===== src/oitmp_map.svh =====
// Offsets, field positions, reset values and timing counts of the octet port
`ifndef OITMP_MAP_SVH
`define OITMP_MAP_SVH

`define OITMP_OFF_CSR 4'h0
`define OITMP_OFF_RSP 4'h4
`define OITMP_OFF_WINDOW 4'h6
`define OITMP_REG_TXCHAR 2'h0
`define OITMP_REG_LINECTL 2'h1
`define OITMP_PREEMPT_BIT 15
`define OITMP_PTR_RESET 5'h00
`define OITMP_ALARM_RESET 8'h01
`define OITMP_TX_DEPTH 32
`define OITMP_CLK_NS 32'h00000008
`define OITMP_MS_NS 32'h000F4240

`endif


===== src/oitmp_pkg.sv =====
// Types shared by the octet port modules
package oitmp_pkg;

  typedef enum logic [1:0] {
    OITMP_S_IDLE = 2'b01,
    OITMP_S_HIGH = 2'b10
  } oitmp_state_t;

  typedef struct packed {
    logic rd;
    logic wr;
    logic byte_wr;
    logic [3:0] addr;
    logic [15:0] data;
  } oitmp_bus_req_t;

  typedef struct packed {
    logic dsr;
    logic ri;
    logic cd;
    logic cts;
    logic user;
  } oitmp_modem_t;

endpackage


===== src/oitmp_octet_port.sv =====
// Indirect access port of one octet: pointer, silo alarm setting, transmit silos, modem status
// Function
// - Each alarm setting step adds about one millisecond; timing may be coarse.
// - Master reset or bus init sets the alarm setting to one.
// - Each octet offers thirty-two indirect registers through one shared window.
// - Pointer bits 2:0 pick the line, bits 4:3 pick its indirect register.
// - The window sits at byte offset six; reads and writes differ there.
// - A word write to register zero queues low byte then high byte.
// - A byte write to register zero queues the low byte only.
// - Writes to register zero queue even in DMA mode; software should avoid it.
// - Register zero reads modem inputs in 15:8, refreshed at reset without posting.
// - A modem change stays pending while the receive silo is full.
// - Bits 15..12 carry data set ready, ring, carrier, clear to send.
// - Bit 10 carries the line's user receive input.
// - Bits 7:0 give the transmit silo fill; reset clears it.
// - Alarm fires after data waits the timeout; reads and resets restart it.
// - Setting spans to about 255 ms; zero disables the alarm.
// - Writing register zero clears the line's pre-empt bit.
`include "oitmp_map.svh"
`timescale 1ns/1ps
`default_nettype none
module oitmp_octet_port #(
  parameter int unsigned MS_CYCLES = `OITMP_MS_NS / `OITMP_CLK_NS
) (
  // Clock and resets
  input wire logic clk_in,
  input wire logic resetn_in,
  input wire logic bus_init_in,
  // Register bus
  input wire oitmp_pkg::oitmp_bus_req_t bus_req_in,
  output logic [15:0] rdata_out,
  output logic rdata_valid_out,
  output logic busy_out,
  // Transmit silo drain, one lane per line
  input wire logic [7:0] tx_ready_in,
  output logic [7:0] tx_valid_out,
  output logic [63:0] tx_data_out,
  output logic [7:0] preempt_out,
  // Modem inputs and change reporting
  input wire oitmp_pkg::oitmp_modem_t [7:0] modem_in,
  input wire logic [7:0] change_enable_in,
  input wire logic rx_full_in,
  output logic change_post_out,
  output logic [2:0] change_line_out,
  // Receive silo alarm
  input wire logic rx_read_in,
  input wire logic rx_nonempty_in,
  output logic rx_alarm_out
);
  localparam int CW = $clog2(`OITMP_TX_DEPTH + 1);

  function automatic logic [7:0] line_mask(input logic [2:0] line);
    line_mask = 8'h01 << line;
  endfunction

  function automatic logic [2:0] lowest_set(input logic [7:0] v);
    lowest_set = 3'h0;
    for (int i = 7; i >= 0; i--) begin
      if (v[i]) begin
        lowest_set = 3'(i);
      end
    end
  endfunction

  function automatic logic [7:0] modem_byte(input oitmp_pkg::oitmp_modem_t m);
    modem_byte = {m.dsr, m.ri, m.cd, m.cts, 1'b0, m.user, 2'b00};
  endfunction

  oitmp_pkg::oitmp_state_t state;
  logic [4:0] pointer;
  logic [7:0] alarm_setting;
  logic [7:0] hold_high;
  logic [2:0] hold_line;
  logic primed;
  logic [7:0] pending;
  oitmp_pkg::oitmp_modem_t [7:0] modem_q;
  logic [7:0] fifo_ready;
  logic [CW-1:0] fifo_count [8];

  // Bus decode
  wire logic idle = state == oitmp_pkg::OITMP_S_IDLE;
  wire logic wr_ok = bus_req_in.wr && idle;
  wire logic [2:0] sel_line = pointer[2:0];
  wire logic [1:0] sel_reg = pointer[4:3];
  wire logic hit_window = bus_req_in.addr == `OITMP_OFF_WINDOW;
  wire logic wr_csr = wr_ok && bus_req_in.addr == `OITMP_OFF_CSR;
  wire logic wr_rsp = wr_ok && bus_req_in.addr == `OITMP_OFF_RSP;
  wire logic wr_tx = wr_ok && hit_window && sel_reg == `OITMP_REG_TXCHAR;
  wire logic wr_lc = wr_ok && hit_window && sel_reg == `OITMP_REG_LINECTL;
  wire logic wr_tx_word = wr_tx && !bus_req_in.byte_wr;
  wire logic wr_tx_byte = wr_tx && bus_req_in.byte_wr;

  // Character push: low byte at once, high byte next cycle
  wire logic high_phase = state == oitmp_pkg::OITMP_S_HIGH;
  wire logic push_req = wr_tx || high_phase;
  wire logic [7:0] push_char = high_phase ? hold_high : bus_req_in.data[7:0];
  wire logic [2:0] push_line = high_phase ? hold_line : sel_line;
  wire logic [7:0] push_valid = push_req ? line_mask(push_line) : 8'h00;
  wire oitmp_pkg::oitmp_state_t next_state = wr_tx_word ? oitmp_pkg::OITMP_S_HIGH : oitmp_pkg::OITMP_S_IDLE;

  // Pre-empt bits
  wire logic [7:0] sel_mask = line_mask(sel_line);
  wire logic [7:0] preempt_set = bus_req_in.data[`OITMP_PREEMPT_BIT] ? sel_mask : 8'h00;
  wire logic [7:0] next_preempt = wr_lc ? ((preempt_out & ~sel_mask) | preempt_set)
                                : wr_tx ? (preempt_out & ~sel_mask)
                                : preempt_out;

  // Modem change detection and posting
  logic [7:0] changed;
  always_comb begin
    changed = 8'h00;
    for (int i = 0; i < 8; i++) begin
      changed[i] = primed && (modem_q[i] != modem_in[i]);
    end
  end
  wire logic [7:0] pend_set = changed & change_enable_in;
  wire logic post_now = !rx_full_in && pending != 8'h00;
  wire logic [2:0] post_line = lowest_set(pending);
  wire logic [7:0] pend_clr = post_now ? line_mask(post_line) : 8'h00;
  wire logic [7:0] next_pending = (pending & ~pend_clr) | pend_set;

  // Read data
  wire logic [7:0] sel_count = 8'(fifo_count[sel_line]);
  wire logic [15:0] window_word = {modem_byte(modem_q[sel_line]), sel_count};
  wire logic [15:0] window_read = sel_reg == `OITMP_REG_TXCHAR ? window_word : 16'h0000;
  wire logic [15:0] next_rdata = hit_window ? window_read
                               : bus_req_in.addr == `OITMP_OFF_CSR ? {11'h000, pointer}
                               : 16'h0000;

  always_ff @(posedge clk_in or negedge resetn_in) begin
    if (!resetn_in) begin
      state <= oitmp_pkg::OITMP_S_IDLE;
      pointer <= `OITMP_PTR_RESET;
      alarm_setting <= `OITMP_ALARM_RESET;
      preempt_out <= 8'h00;
      busy_out <= 1'b0;
    end else if (bus_init_in) begin
      state <= oitmp_pkg::OITMP_S_IDLE;
      pointer <= `OITMP_PTR_RESET;
      alarm_setting <= `OITMP_ALARM_RESET;
      preempt_out <= 8'h00;
      busy_out <= 1'b0;
    end else begin
      case (state)
        oitmp_pkg::OITMP_S_IDLE: state <= next_state;
        oitmp_pkg::OITMP_S_HIGH: state <= oitmp_pkg::OITMP_S_IDLE;
        default: state <= oitmp_pkg::OITMP_S_IDLE;
      endcase
      pointer <= wr_csr ? bus_req_in.data[4:0] : pointer;
      alarm_setting <= wr_rsp ? bus_req_in.data[7:0] : alarm_setting;
      preempt_out <= next_preempt;
      busy_out <= wr_tx_word;
    end
  end

  always_ff @(posedge clk_in or negedge resetn_in) begin
    if (!resetn_in) begin
      hold_high <= 8'h00;
      hold_line <= 3'h0;
      rdata_out <= 16'h0000;
      rdata_valid_out <= 1'b0;
    end else begin
      hold_high <= wr_tx_word ? bus_req_in.data[15:8] : hold_high;
      hold_line <= wr_tx ? sel_line : hold_line;
      rdata_out <= bus_req_in.rd ? next_rdata : rdata_out;
      rdata_valid_out <= bus_req_in.rd;
    end
  end

  always_ff @(posedge clk_in or negedge resetn_in) begin
    if (!resetn_in) begin
      primed <= 1'b0;
      modem_q <= '0;
      pending <= 8'h00;
      change_post_out <= 1'b0;
      change_line_out <= 3'h0;
    end else if (bus_init_in) begin
      primed <= 1'b0;
      pending <= 8'h00;
      change_post_out <= 1'b0;
    end else begin
      primed <= 1'b1;
      modem_q <= modem_in;
      pending <= next_pending;
      change_post_out <= post_now;
      change_line_out <= post_now ? post_line : change_line_out;
    end
  end

  for (genvar i = 0; i < 8; i++) begin : g_line
    oitmp_tx_fifo #(
      .WIDTH(8),
      .DEPTH(`OITMP_TX_DEPTH)
    ) u_silo (
      .clk_in(clk_in),
      .resetn_in(resetn_in),
      .clear_in(bus_init_in),
      .in_valid_in(push_valid[i]),
      .in_data_in(push_char),
      .in_ready_out(fifo_ready[i]),
      .out_valid_out(tx_valid_out[i]),
      .out_data_out(tx_data_out[i*8 +: 8]),
      .out_ready_in(tx_ready_in[i]),
      .count_out(fifo_count[i])
    );
  end

  oitmp_alarm_timer #(
    .MS_CYCLES(MS_CYCLES)
  ) u_alarm (
    .clk_in(clk_in),
    .resetn_in(resetn_in),
    .clear_in(bus_init_in),
    .setting_in(alarm_setting),
    .nonempty_in(rx_nonempty_in),
    .read_in(rx_read_in),
    .alarm_out(rx_alarm_out)
  );
endmodule
`default_nettype wire


===== src/oitmp_tx_fifo.sv =====
// Transmit silo of one line, with a registered head stage
`timescale 1ns/1ps
`default_nettype none
module oitmp_tx_fifo #(
  parameter int WIDTH = 8,
  parameter int DEPTH = 32
) (
  // Clock and reset
  input wire logic clk_in,
  input wire logic resetn_in,
  input wire logic clear_in,
  // Fill side
  input wire logic in_valid_in,
  input wire logic [WIDTH-1:0] in_data_in,
  output logic in_ready_out,
  // Drain side
  output logic out_valid_out,
  output logic [WIDTH-1:0] out_data_out,
  input wire logic out_ready_in,
  // Occupancy
  output logic [$clog2(DEPTH+1)-1:0] count_out
);
  localparam int AW = $clog2(DEPTH);
  localparam int CW = $clog2(DEPTH+1);

  logic [WIDTH-1:0] mem [DEPTH];
  logic [AW-1:0] wr_ptr;
  logic [AW-1:0] rd_ptr;
  logic [CW-1:0] mem_cnt;

  wire logic push = in_valid_in && in_ready_out;
  wire logic pop = out_valid_out && out_ready_in;
  wire logic load = (mem_cnt != '0) && (!out_valid_out || pop);
  wire logic [CW-1:0] next_mem_cnt = mem_cnt + CW'(push) - CW'(load);
  wire logic [CW-1:0] next_count = count_out + CW'(push) - CW'(pop);

  assign in_ready_out = count_out < CW'(DEPTH);

  always_ff @(posedge clk_in) begin
    if (push) begin
      mem[wr_ptr] <= in_data_in;
    end
  end

  always_ff @(posedge clk_in or negedge resetn_in) begin
    if (!resetn_in) begin
      wr_ptr <= '0;
      rd_ptr <= '0;
      mem_cnt <= '0;
      count_out <= '0;
      out_valid_out <= 1'b0;
      out_data_out <= '0;
    end else if (clear_in) begin
      wr_ptr <= '0;
      rd_ptr <= '0;
      mem_cnt <= '0;
      count_out <= '0;
      out_valid_out <= 1'b0;
    end else begin
      wr_ptr <= wr_ptr + AW'(push);
      rd_ptr <= rd_ptr + AW'(load);
      mem_cnt <= next_mem_cnt;
      count_out <= next_count;
      out_valid_out <= load || (out_valid_out && !pop);
      if (load) begin
        out_data_out <= mem[rd_ptr];
      end
    end
  end
endmodule
`default_nettype wire


===== src/oitmp_alarm_timer.sv =====
// Receive silo alarm timer in coarse millisecond steps
`timescale 1ns/1ps
`default_nettype none
module oitmp_alarm_timer #(
  parameter int unsigned MS_CYCLES = 125000
) (
  // Clock and reset
  input wire logic clk_in,
  input wire logic resetn_in,
  input wire logic clear_in,
  // Setting and receive silo state
  input wire logic [7:0] setting_in,
  input wire logic nonempty_in,
  input wire logic read_in,
  // Alarm pulse
  output logic alarm_out
);
  localparam int TW = $clog2(MS_CYCLES + 1);

  logic [TW-1:0] tick;
  logic [7:0] ms;
  logic fired;

  wire logic restart = clear_in || read_in || !nonempty_in;
  wire logic tick_wrap = tick == TW'(MS_CYCLES - 1);
  wire logic [TW-1:0] next_tick = tick_wrap ? '0 : tick + TW'(1);
  wire logic [7:0] next_ms = (tick_wrap && ms != 8'hFF) ? ms + 8'h01 : ms;
  wire logic due = (setting_in != 8'h00) && (ms >= setting_in) && !fired;

  always_ff @(posedge clk_in or negedge resetn_in) begin
    if (!resetn_in) begin
      tick <= '0;
      ms <= 8'h00;
      fired <= 1'b0;
      alarm_out <= 1'b0;
    end else if (restart) begin
      tick <= '0;
      ms <= 8'h00;
      fired <= 1'b0;
      alarm_out <= 1'b0;
    end else begin
      tick <= next_tick;
      ms <= next_ms;
      fired <= fired || due;
      alarm_out <= due;
    end
  end
endmodule
`default_nettype wire


===== config.mk =====
export PLATFORM = sky130hd
export DESIGN_NAME = oitmp_octet_port
export DESIGN_NICKNAME = d
export VERILOG_FILES = /design/src/oitmp_pkg.sv /design/src/oitmp_octet_port.sv /design/src/oitmp_tx_fifo.sv /design/src/oitmp_alarm_timer.sv
export VERILOG_INCLUDE_DIRS = /design/src
export SDC_FILE = /design/constraint.sdc
export NUM_CORES = 2
export LEC_CHECK = 0
export ABC_CLOCK_PERIOD_IN_PS = 3900
export BUFFER_PORTS_ARGS = -buffer_cell sky130_fd_sc_hd__buf_2
export CORE_ASPECT_RATIO = 0.75
export CORE_MARGIN = 1
export CORE_UTILIZATION = 60
export CTS_CLUSTER_DIAMETER = 100
export DETAILED_ROUTE_END_ITERATION = 10
export GPL_ROUTABILITY_DRIVEN = 0
export PLACE_DENSITY = 0.81
export SLEW_MARGIN = 10
export SYNTH_ARGS = -nofsm -noshare
export SYNTH_HDL_FRONTEND = slang
export SYNTH_SLANG_ARGS = --single-unit
export TNS_END_PERCENT = 100

===== constraint.sdc =====
create_clock -name clk_in -period 3.9 [get_ports clk_in]
set_input_delay 0.39 -clock clk_in [delete_from_list [all_inputs] [get_ports clk_in]]
set_output_delay 0.39 -clock clk_in [all_outputs]
set_load 0.02 [all_outputs]

# Word level (Yosys, flattened, before mapping)
# Memory sizes are Yosys's and may differ from the RTL's. A register that Yosys moved wholly into a read port is not among the register bits.
# Index checks and enable logic that the tools add are counted.
# word_totals
wordCells	414
memories	8
mem_bits_rw	2048
input_bits	85
out_inout_bits	103
regBits	316
# memory_table
memory	depth	word_bits	rd	rd_ports_with_merged_regs	write_ports	line_no	rtl
g_line[0].u_silo.mem	32	8	1	1	1	oitmp_tx_fifo.sv:26	logic [WIDTH-1:0] mem [DEPTH];
g_line[1].u_silo.mem	32	8	1	1	1	oitmp_tx_fifo.sv:26	
g_line[2].u_silo.mem	32	8	1	1	1	oitmp_tx_fifo.sv:26	
g_line[3].u_silo.mem	32	8	1	1	1	oitmp_tx_fifo.sv:26	
g_line[4].u_silo.mem	32	8	1	1	1	oitmp_tx_fifo.sv:26	
g_line[5].u_silo.mem	32	8	1	1	1	oitmp_tx_fifo.sv:26	
2 more memories	-	-	-	-	-	-	
# op_classes
n_mux	97
n_reduce_logical	124
n_eq_ne	15
n_shift	3
addsub	50
magnitude_cmp	11
n_bitwise	9
# op_table
op	count
$mux W6	18
$mux W5	20
$add A6 B1 Y6	16
$mux W8	12
$sub A6 B1 Y6	16
$add A5 B1 Y5	16
$logic_and A1 B1 Y1	51
$lt A6 B6 Y1 const B	8
$reduce_bool A6 Y1	8
$ne A5 B5 Y1	8
$mux W17	2
$mux W16	2
$mux W1	29
$logic_not A1 Y1	28
$mux W3	9
$and A8 B8 Y8	3
$shl A1 B3 Y8 const A	3
$logic_or A1 B1 Y1	20
$bmux W6 S3	1
$reduce_and A2 Y1	9
$add A17 B1 Y17 const B	1
$eq A17 B17 Y1 const B	1
$not A8 Y8	2
$or A8 B8 Y8	2
17 further kinds	24

# Logic depth before layout (Yosys ltp)
# logic_depth
ltp_word	14
ltp_mapped	14
mapped_depth_nobuf	14

# Cells and area by module
# A second synthesis with hierarchy kept.
# hier_totals
cells_unflattened	5629
hier_area_um2	99945.9
# modules_own_cells
mod	cells_per_inst	seq_area_each_um2	area_per_inst_um2	n_inst
oitmp_tx_fifo at g_line[1].u_silo ...	614	8463.1	11621.1	7
oitmp_tx_fifo at g_line[0].u_silo	721	8463.1	11722.5	1
oitmp_octet_port	440	2504.9	5303.8	1
oitmp_alarm_timer	170	675.6	1571.5	1

# Worst setup path before layout
# Ideal clock, no wire load.
# synth_path
path_kind	reg-to-reg
startpoint	register state[0]
endpoint	memory g_line[0].u_silo.mem[0][7], data pin
setup_ns	0.555
t_required_ns	3.345
t_arrival_ns	2.738
n_path_buf	1
synth_period_minus_slack_ns	3.293
stages_incl_launch_ff	4
path_slack_ns	0.607
path_cell_list	dfstp_2 -> nand2b_1 -> clkbuf_1 -> mux2_2
# synth_via
elab_chain_cells	2
# synth_lines
element	line_no	rtl
start, declared	oitmp_octet_port.sv:69	oitmp_pkg::oitmp_state_t state;
start signal, assigned	oitmp_octet_port.sv:132	state <= oitmp_pkg::OITMP_S_IDLE;
start signal, assigned	oitmp_octet_port.sv:138	state <= oitmp_pkg::OITMP_S_IDLE;
start signal, assigned	oitmp_octet_port.sv:145	oitmp_pkg::OITMP_S_IDLE: state <= next_state;
$eq A2 B2 Y1	oitmp_octet_port.sv:94	wire logic high_phase = state == oitmp_pkg::OITMP_S_HIGH;
$mux W8	oitmp_octet_port.sv:96	wire logic [7:0] push_char = high_phase ? hold_high : bus_req_in.data[7:0];
net g_line[0].u_silo.in_data_in[7]	oitmp_tx_fifo.sv:14	input wire logic [WIDTH-1:0] in_data_in,
end, declared	oitmp_tx_fifo.sv:26	
# The timed path passes the listed nets, and every way through them passes these cells.

# Final worst setup path
# layout_path
startpoint	register state[0]
endpoint	register g_line[7].u_silo.mem_cnt[4]
# layout_via
elab_chain_cells	10
elab_cells_between_ends	13
cone_classes	add/sub: 2; eq/ne: 2; shift: 1; mux: 3; reduce/logical: 5
# layout_lines
element	line_no	rtl
$eq A2 B1 Y1	oitmp_octet_port.sv:81	wire logic idle = state == oitmp_pkg::OITMP_S_IDLE;
$logic_and A1 B1 Y1	oitmp_octet_port.sv:82	wire logic wr_ok = bus_req_in.wr && idle;
$logic_and A1 B1 Y1	oitmp_octet_port.sv:88	wire logic wr_tx = wr_ok && hit_window && sel_reg == `OITMP_REG_TXCHAR;
$logic_and A1 B1 Y1 (no source line)	-	
$logic_or A1 B1 Y1	oitmp_octet_port.sv:95	wire logic push_req = wr_tx || high_phase;
$mux W8 *	oitmp_octet_port.sv:98	wire logic [7:0] push_valid = push_req ? line_mask(push_line) : 8'h00;
$logic_and A1 B1 Y1 *	oitmp_tx_fifo.sv:31	wire logic push = in_valid_in && in_ready_out;
$add A6 B1 Y6 *	oitmp_tx_fifo.sv:34	wire logic [CW-1:0] next_mem_cnt = mem_cnt + CW'(push) - CW'(load);
$sub A6 B1 Y6 *	oitmp_tx_fifo.sv:34	
$mux W6 *	oitmp_tx_fifo.sv:53	end else if (clear_in) begin
end signal, assigned	oitmp_tx_fifo.sv:62	mem_cnt <= next_mem_cnt;
end, declared	oitmp_tx_fifo.sv:29	logic [CW-1:0] mem_cnt;
# Every way passes the cells marked *; elsewhere a longest branch is shown, timed or not.
# A chain may end at the register's enable or synchronous reset.

==> results.yml <==
run_status:
  status: "finished clean"
worst_hold_path:
  min_to: "alarm_setting[0]"
  hold_depth: 4
  min_from: "bus_req_in[17]"
  min_path_type: "in -> reg"
power_and_ir_drop:
  p_seq_share_pct: 45.2
  p_int_mw: 48.77
  finalPower_mw: 68.05
  p_per_area_nw_per_um2: 609.6
  max-vdd-ir-drop_mv: 0.5324
  total_leakage_power_nw: 38.18
  combPwrFrac_pct: 23.6
  p_clk_share_pct: 31.2
  p_sw_share_pct: 28.33
  power.switching_mw: 19.28
sta:
  fin_crit_sh_pct: 85.92
  rsz0062_at_grt: "false"
  fmax_mhz: 298.4
  whs_ns: 0.08867
  finalHoldViolations: 0
  setup_viol: 0
  min_period_ns: 3.351
  fin_worst_skew_ns: 0.02471
  worst_slew_pin_slew_ns: 1.219
  report.final.slew_viol_count: 0
  slew_headroom_pct: 18.75
  tns_ns: 0
critical_path:
  crit_buf_inv: 1
  slowest_stage: "dfstp_2"
  worstSetupPathDepth: 11
  worstPathMaxFanout: 6
  max_stage_delay_ns: 0.58
  criticalPathCategory: "reg -> reg"
  cpMostUsedCell: "nor2_1"
  critPathCaptureType: "flop"
  critPathRequiredTime_ns: 4.61
  reg2reg_to: "g_line[7].u_silo.mem_cnt[4]"
  crit_chain: "nand2b_1, mux2i_1, nor4_2, buf_4, ha_1, fa_1, a21oi_1, nor2_1, nor2_1, xor2_1, nor2_1"
  cp_data_arrival_time_ns: 4.06
  r2r_slack_ns: 0.55
  r2r_start: "state[0]"
  worst_r2r_path_depth: 11
  cp-start-kind: "flop"
  cpLargestDelayFamily: "simple AND/OR/NAND/NOR gates"
clocking:
  clock_path_buffers: 3
  cts_buffers: 214
  clock-sinks: 2423
  cts_setup_buffers: 0
  cts.reportedPaths.clkPinSlew_ns: 0.07
  root_buffer: "clkbuf_16"
  clk_latency_ns: 0.86
  htree_levels: 4
  tritoncts: "built"
global_route:
  grt_max_degree: 147
  grt_util_met3_pct: 4.849
  met1_usage_pct: 39.93
  antenna_found_initial: 7
  grt.total_usage_pct: 27.54
  busiest_layer: "met2"
  overflow: 0
  grt_use_met2_pct: 42.24
  grt_pass1_wl_um: 338400
  grt_pass1_vias: 54215
place:
  port_buffers: 182
  placed_cells_incl_taps: 7842
  dp_hpwl_um: 133100
finish:
  nets: 6248
  multi_input_area_um2: 25650
  seq_area_um2: 70930
  synthToLayoutAreaGrowth_pct: 13.76
  fin_cells: 8333
  drive_gt1_share_pct: 24.31
  nFillCells: 9880
logic_synthesis:
  synth-edff-count: 2048
  netlist_area_um2: 98130
  ys_seq_elements: 2423
  synth-main-ff-cell: "edfxtp_1"
  ys_seq_area_share_pct: 72.24
  yosys.cell_types.count: 54
  syn_avg_cell_area_um2: 18.05
  async_reset_ff_share_pct: 15.48
  syn-instance-count: 5436
  ys_warn_count: 0
die:
  io_pins: 188
  design.die.area_um2: 165200
  die_h_um: 352.2
  start_util_pct: 60.42
  coreArea_um2: 162400
  die_x_um: 469.0
  rows: 128
drt:
  post_drt_wl_per_cell_um: 26.74
  dr.pass1.iters: 8
  drtAntennaViolNets: 0
  avgViaCountPerCell: 6.328
  drtIter0Drc: 6652
  drcViolationCount: 0
  wirelength_um: 222800
  via_count: 52730
run:
  drv_cap: 0
## cell usage in the layout (no fill, tap or decap), types with 10 or more instances in the layout
cell type      netlist  routed
nor2b_1             95      93
o21bai_1            17      17
or3_1               15      15
and2_1              22      22
nand2b_1            22      22
a21o_1              21      21
edfxtp_1          2048    2048
clkbuf_1           180      52
clkinv_1             0      33
dfrtp_1            373     355
nor3_1              13      13
inv_6                0      11
mux2_2              60      52
mux2i_1             92      92
or3b_2              14      14
buf_12               0      29
fa_1                16      16
nor2_1             523     522
ha_1               154     154
xor2_1              85      85
buf_2               47     180
clkinvlp_4           0      11
mux4_2             534     534
dlygate4sd3_1        0      80
nand3_1             69      69
a21oi_1            248     248
a22oi_1            193     193
xnor2_1             95      95
bufinv_16            0      20
o22ai_1             38      38
diode_2              0      10
clkinv_2             0      38
nand3b_1            35      35
clkbuf_16            0     218
buf_4               13     330
nand2_1            146     146
inv_1              153     153
## state kept, by name, summed over array words and instances (netlist names), 11 cells and up
| name | cells |
|---|---|
| g_line.u_silo.mem | 2048 |
| g_line.u_silo.out_data_out | 64 |
| g_line.u_silo.count_out | 48 |
| g_line.u_silo.mem_cnt | 48 |
| g_line.u_silo.rd_ptr | 40 |
| g_line.u_silo.wr_ptr | 40 |
| modem_q | 40 |
| u_alarm.tick | 17 |
| rdata_out | 11 |
## synth_stat cells (2+ instances only)
cell type	n	area share, %
nand3_1	69	0.35
mux4_2	534	12
o22ai_1	38	0.24
nor2b_1	95	0.61
nor4_2	8	0.10
and3_1	8	0.051
buf_4	13	0.099
dfstp_2	2	0.054
nor3_1	13	0.066
mux2_2	60	0.69
and4_1	4	0.036
nor4bb_1	4	0.041
buf_2	47	0.24
o21ai_0	9	0.046
nand3b_1	35	0.27
buf_1	44	0.17
a21oi_1	248	1.3
and2_1	22	0.14
edfxtp_1	2048	63
nand4b_1	2	0.018
nor4_1	7	0.045
o311ai_0	8	0.071
dfrtp_1	373	9.5
inv_1	153	0.59
xnor2_1	95	0.85
nand2b_1	22	0.14
or3b_2	14	0.12
mux2i_1	92	0.94
o31ai_1	2	0.015
a21o_1	21	0.16
fa_1	16	0.33
o21bai_1	17	0.13
clkbuf_1	180	0.69
nand2_1	146	0.56
a22oi_1	193	1.5
or3_1	15	0.096
xor2_1	85	0.76
nor2_1	523	2.0
nand4_1	3	0.019
ha_1	154	2.0
## cell type report
type                       instances  share of cell area, %
timing repair buffer             621                  4.291
clock inverter                   119                  1.059
tap                             2145                  2.404
clock buffer                     282                  5.193
sequential                      2423                  63.54
inverter                         153                 0.5145
multi-input combinational       2580                  22.98
antenna                           10                0.02242
## through the flow
stage          instance area [um2]  utilization [%]  worst slack, ns
2_1_floorplan                98140                -           0.6071
3_3_place_gp                103800            63.93           0.5726
3_5_place_dp                103800            63.93           0.4522
4_1_cts                     111600            68.72           0.5515
5_1_grt                     111600            68.74           0.3375
6_report                    111600            68.74           0.5490
## cell families (layout without fill, tap and decap cells)
logic type / after synthesis / after routing / share of synthesized area (%)
compound gates: 542 / 542 / 3.472
mux: 686 / 686 / 13.88
flops: 2423 / 2423 / 72.24
simple gates: 997 / 997 / 4.724
fa+ha+maj: 170 / 170 / 2.290
xor+xnor: 180 / 180 / 1.607
buf+inv: 437 / 1175 / 1.781
other cells: 1 / 15 / 0.003822
## worst min-delay path, cell delays in order
cell and delay, ns:
buf_2 0.14, nor3_2 0.15, mux2i_1 0.15, nand2_1 0.07
## power by group through the flow
stage / combinational (mW) / sequential [mW] / clock [mW]
2_1_floorplan: 12.1 / 30.5 / 0
3_3_place_gp: 15.3 / 31.3 / 0
3_5_place_dp: 15.8 / 31.3 / 0
4_1_cts: 16.1 / 30.8 / 21.5
5_1_grt: 17.3 / 31.0 / 22.4
6_report: 16.1 / 30.8 / 21.2
## worst max path at each step
stage,end,startpoint,slack (ns)
after floorplan,g_line[0].u_silo.mem[0][7],state[0],0.61
after global placement,g_line[5].u_silo.mem[20][6],bus_req_in[16],0.57
after detailed placement,g_line[5].u_silo.mem[17][7],bus_req_in[16],0.45
after CTS,g_line[7].u_silo.mem_cnt[4],state[0],0.55
after global routing,g_line[7].u_silo.mem_cnt[4],state[0],0.34
final,g_line[7].u_silo.mem_cnt[4],state[0],0.55
## layer usage
layer | up-vias | share of wire (%)
li1 | 22314 | -
met1 | 27073 | 39
met4 | 0 | 3.8
met3 | 458 | 9.2
met2 | 2885 | 48
met5 | - | 0
## what timing repair did
action	4_1_cts	5_1_grt
hold buffers	80	0
resized for setup	0	0
hold endpoints to repair	180	0
Power figures use the tool's default switching activity.
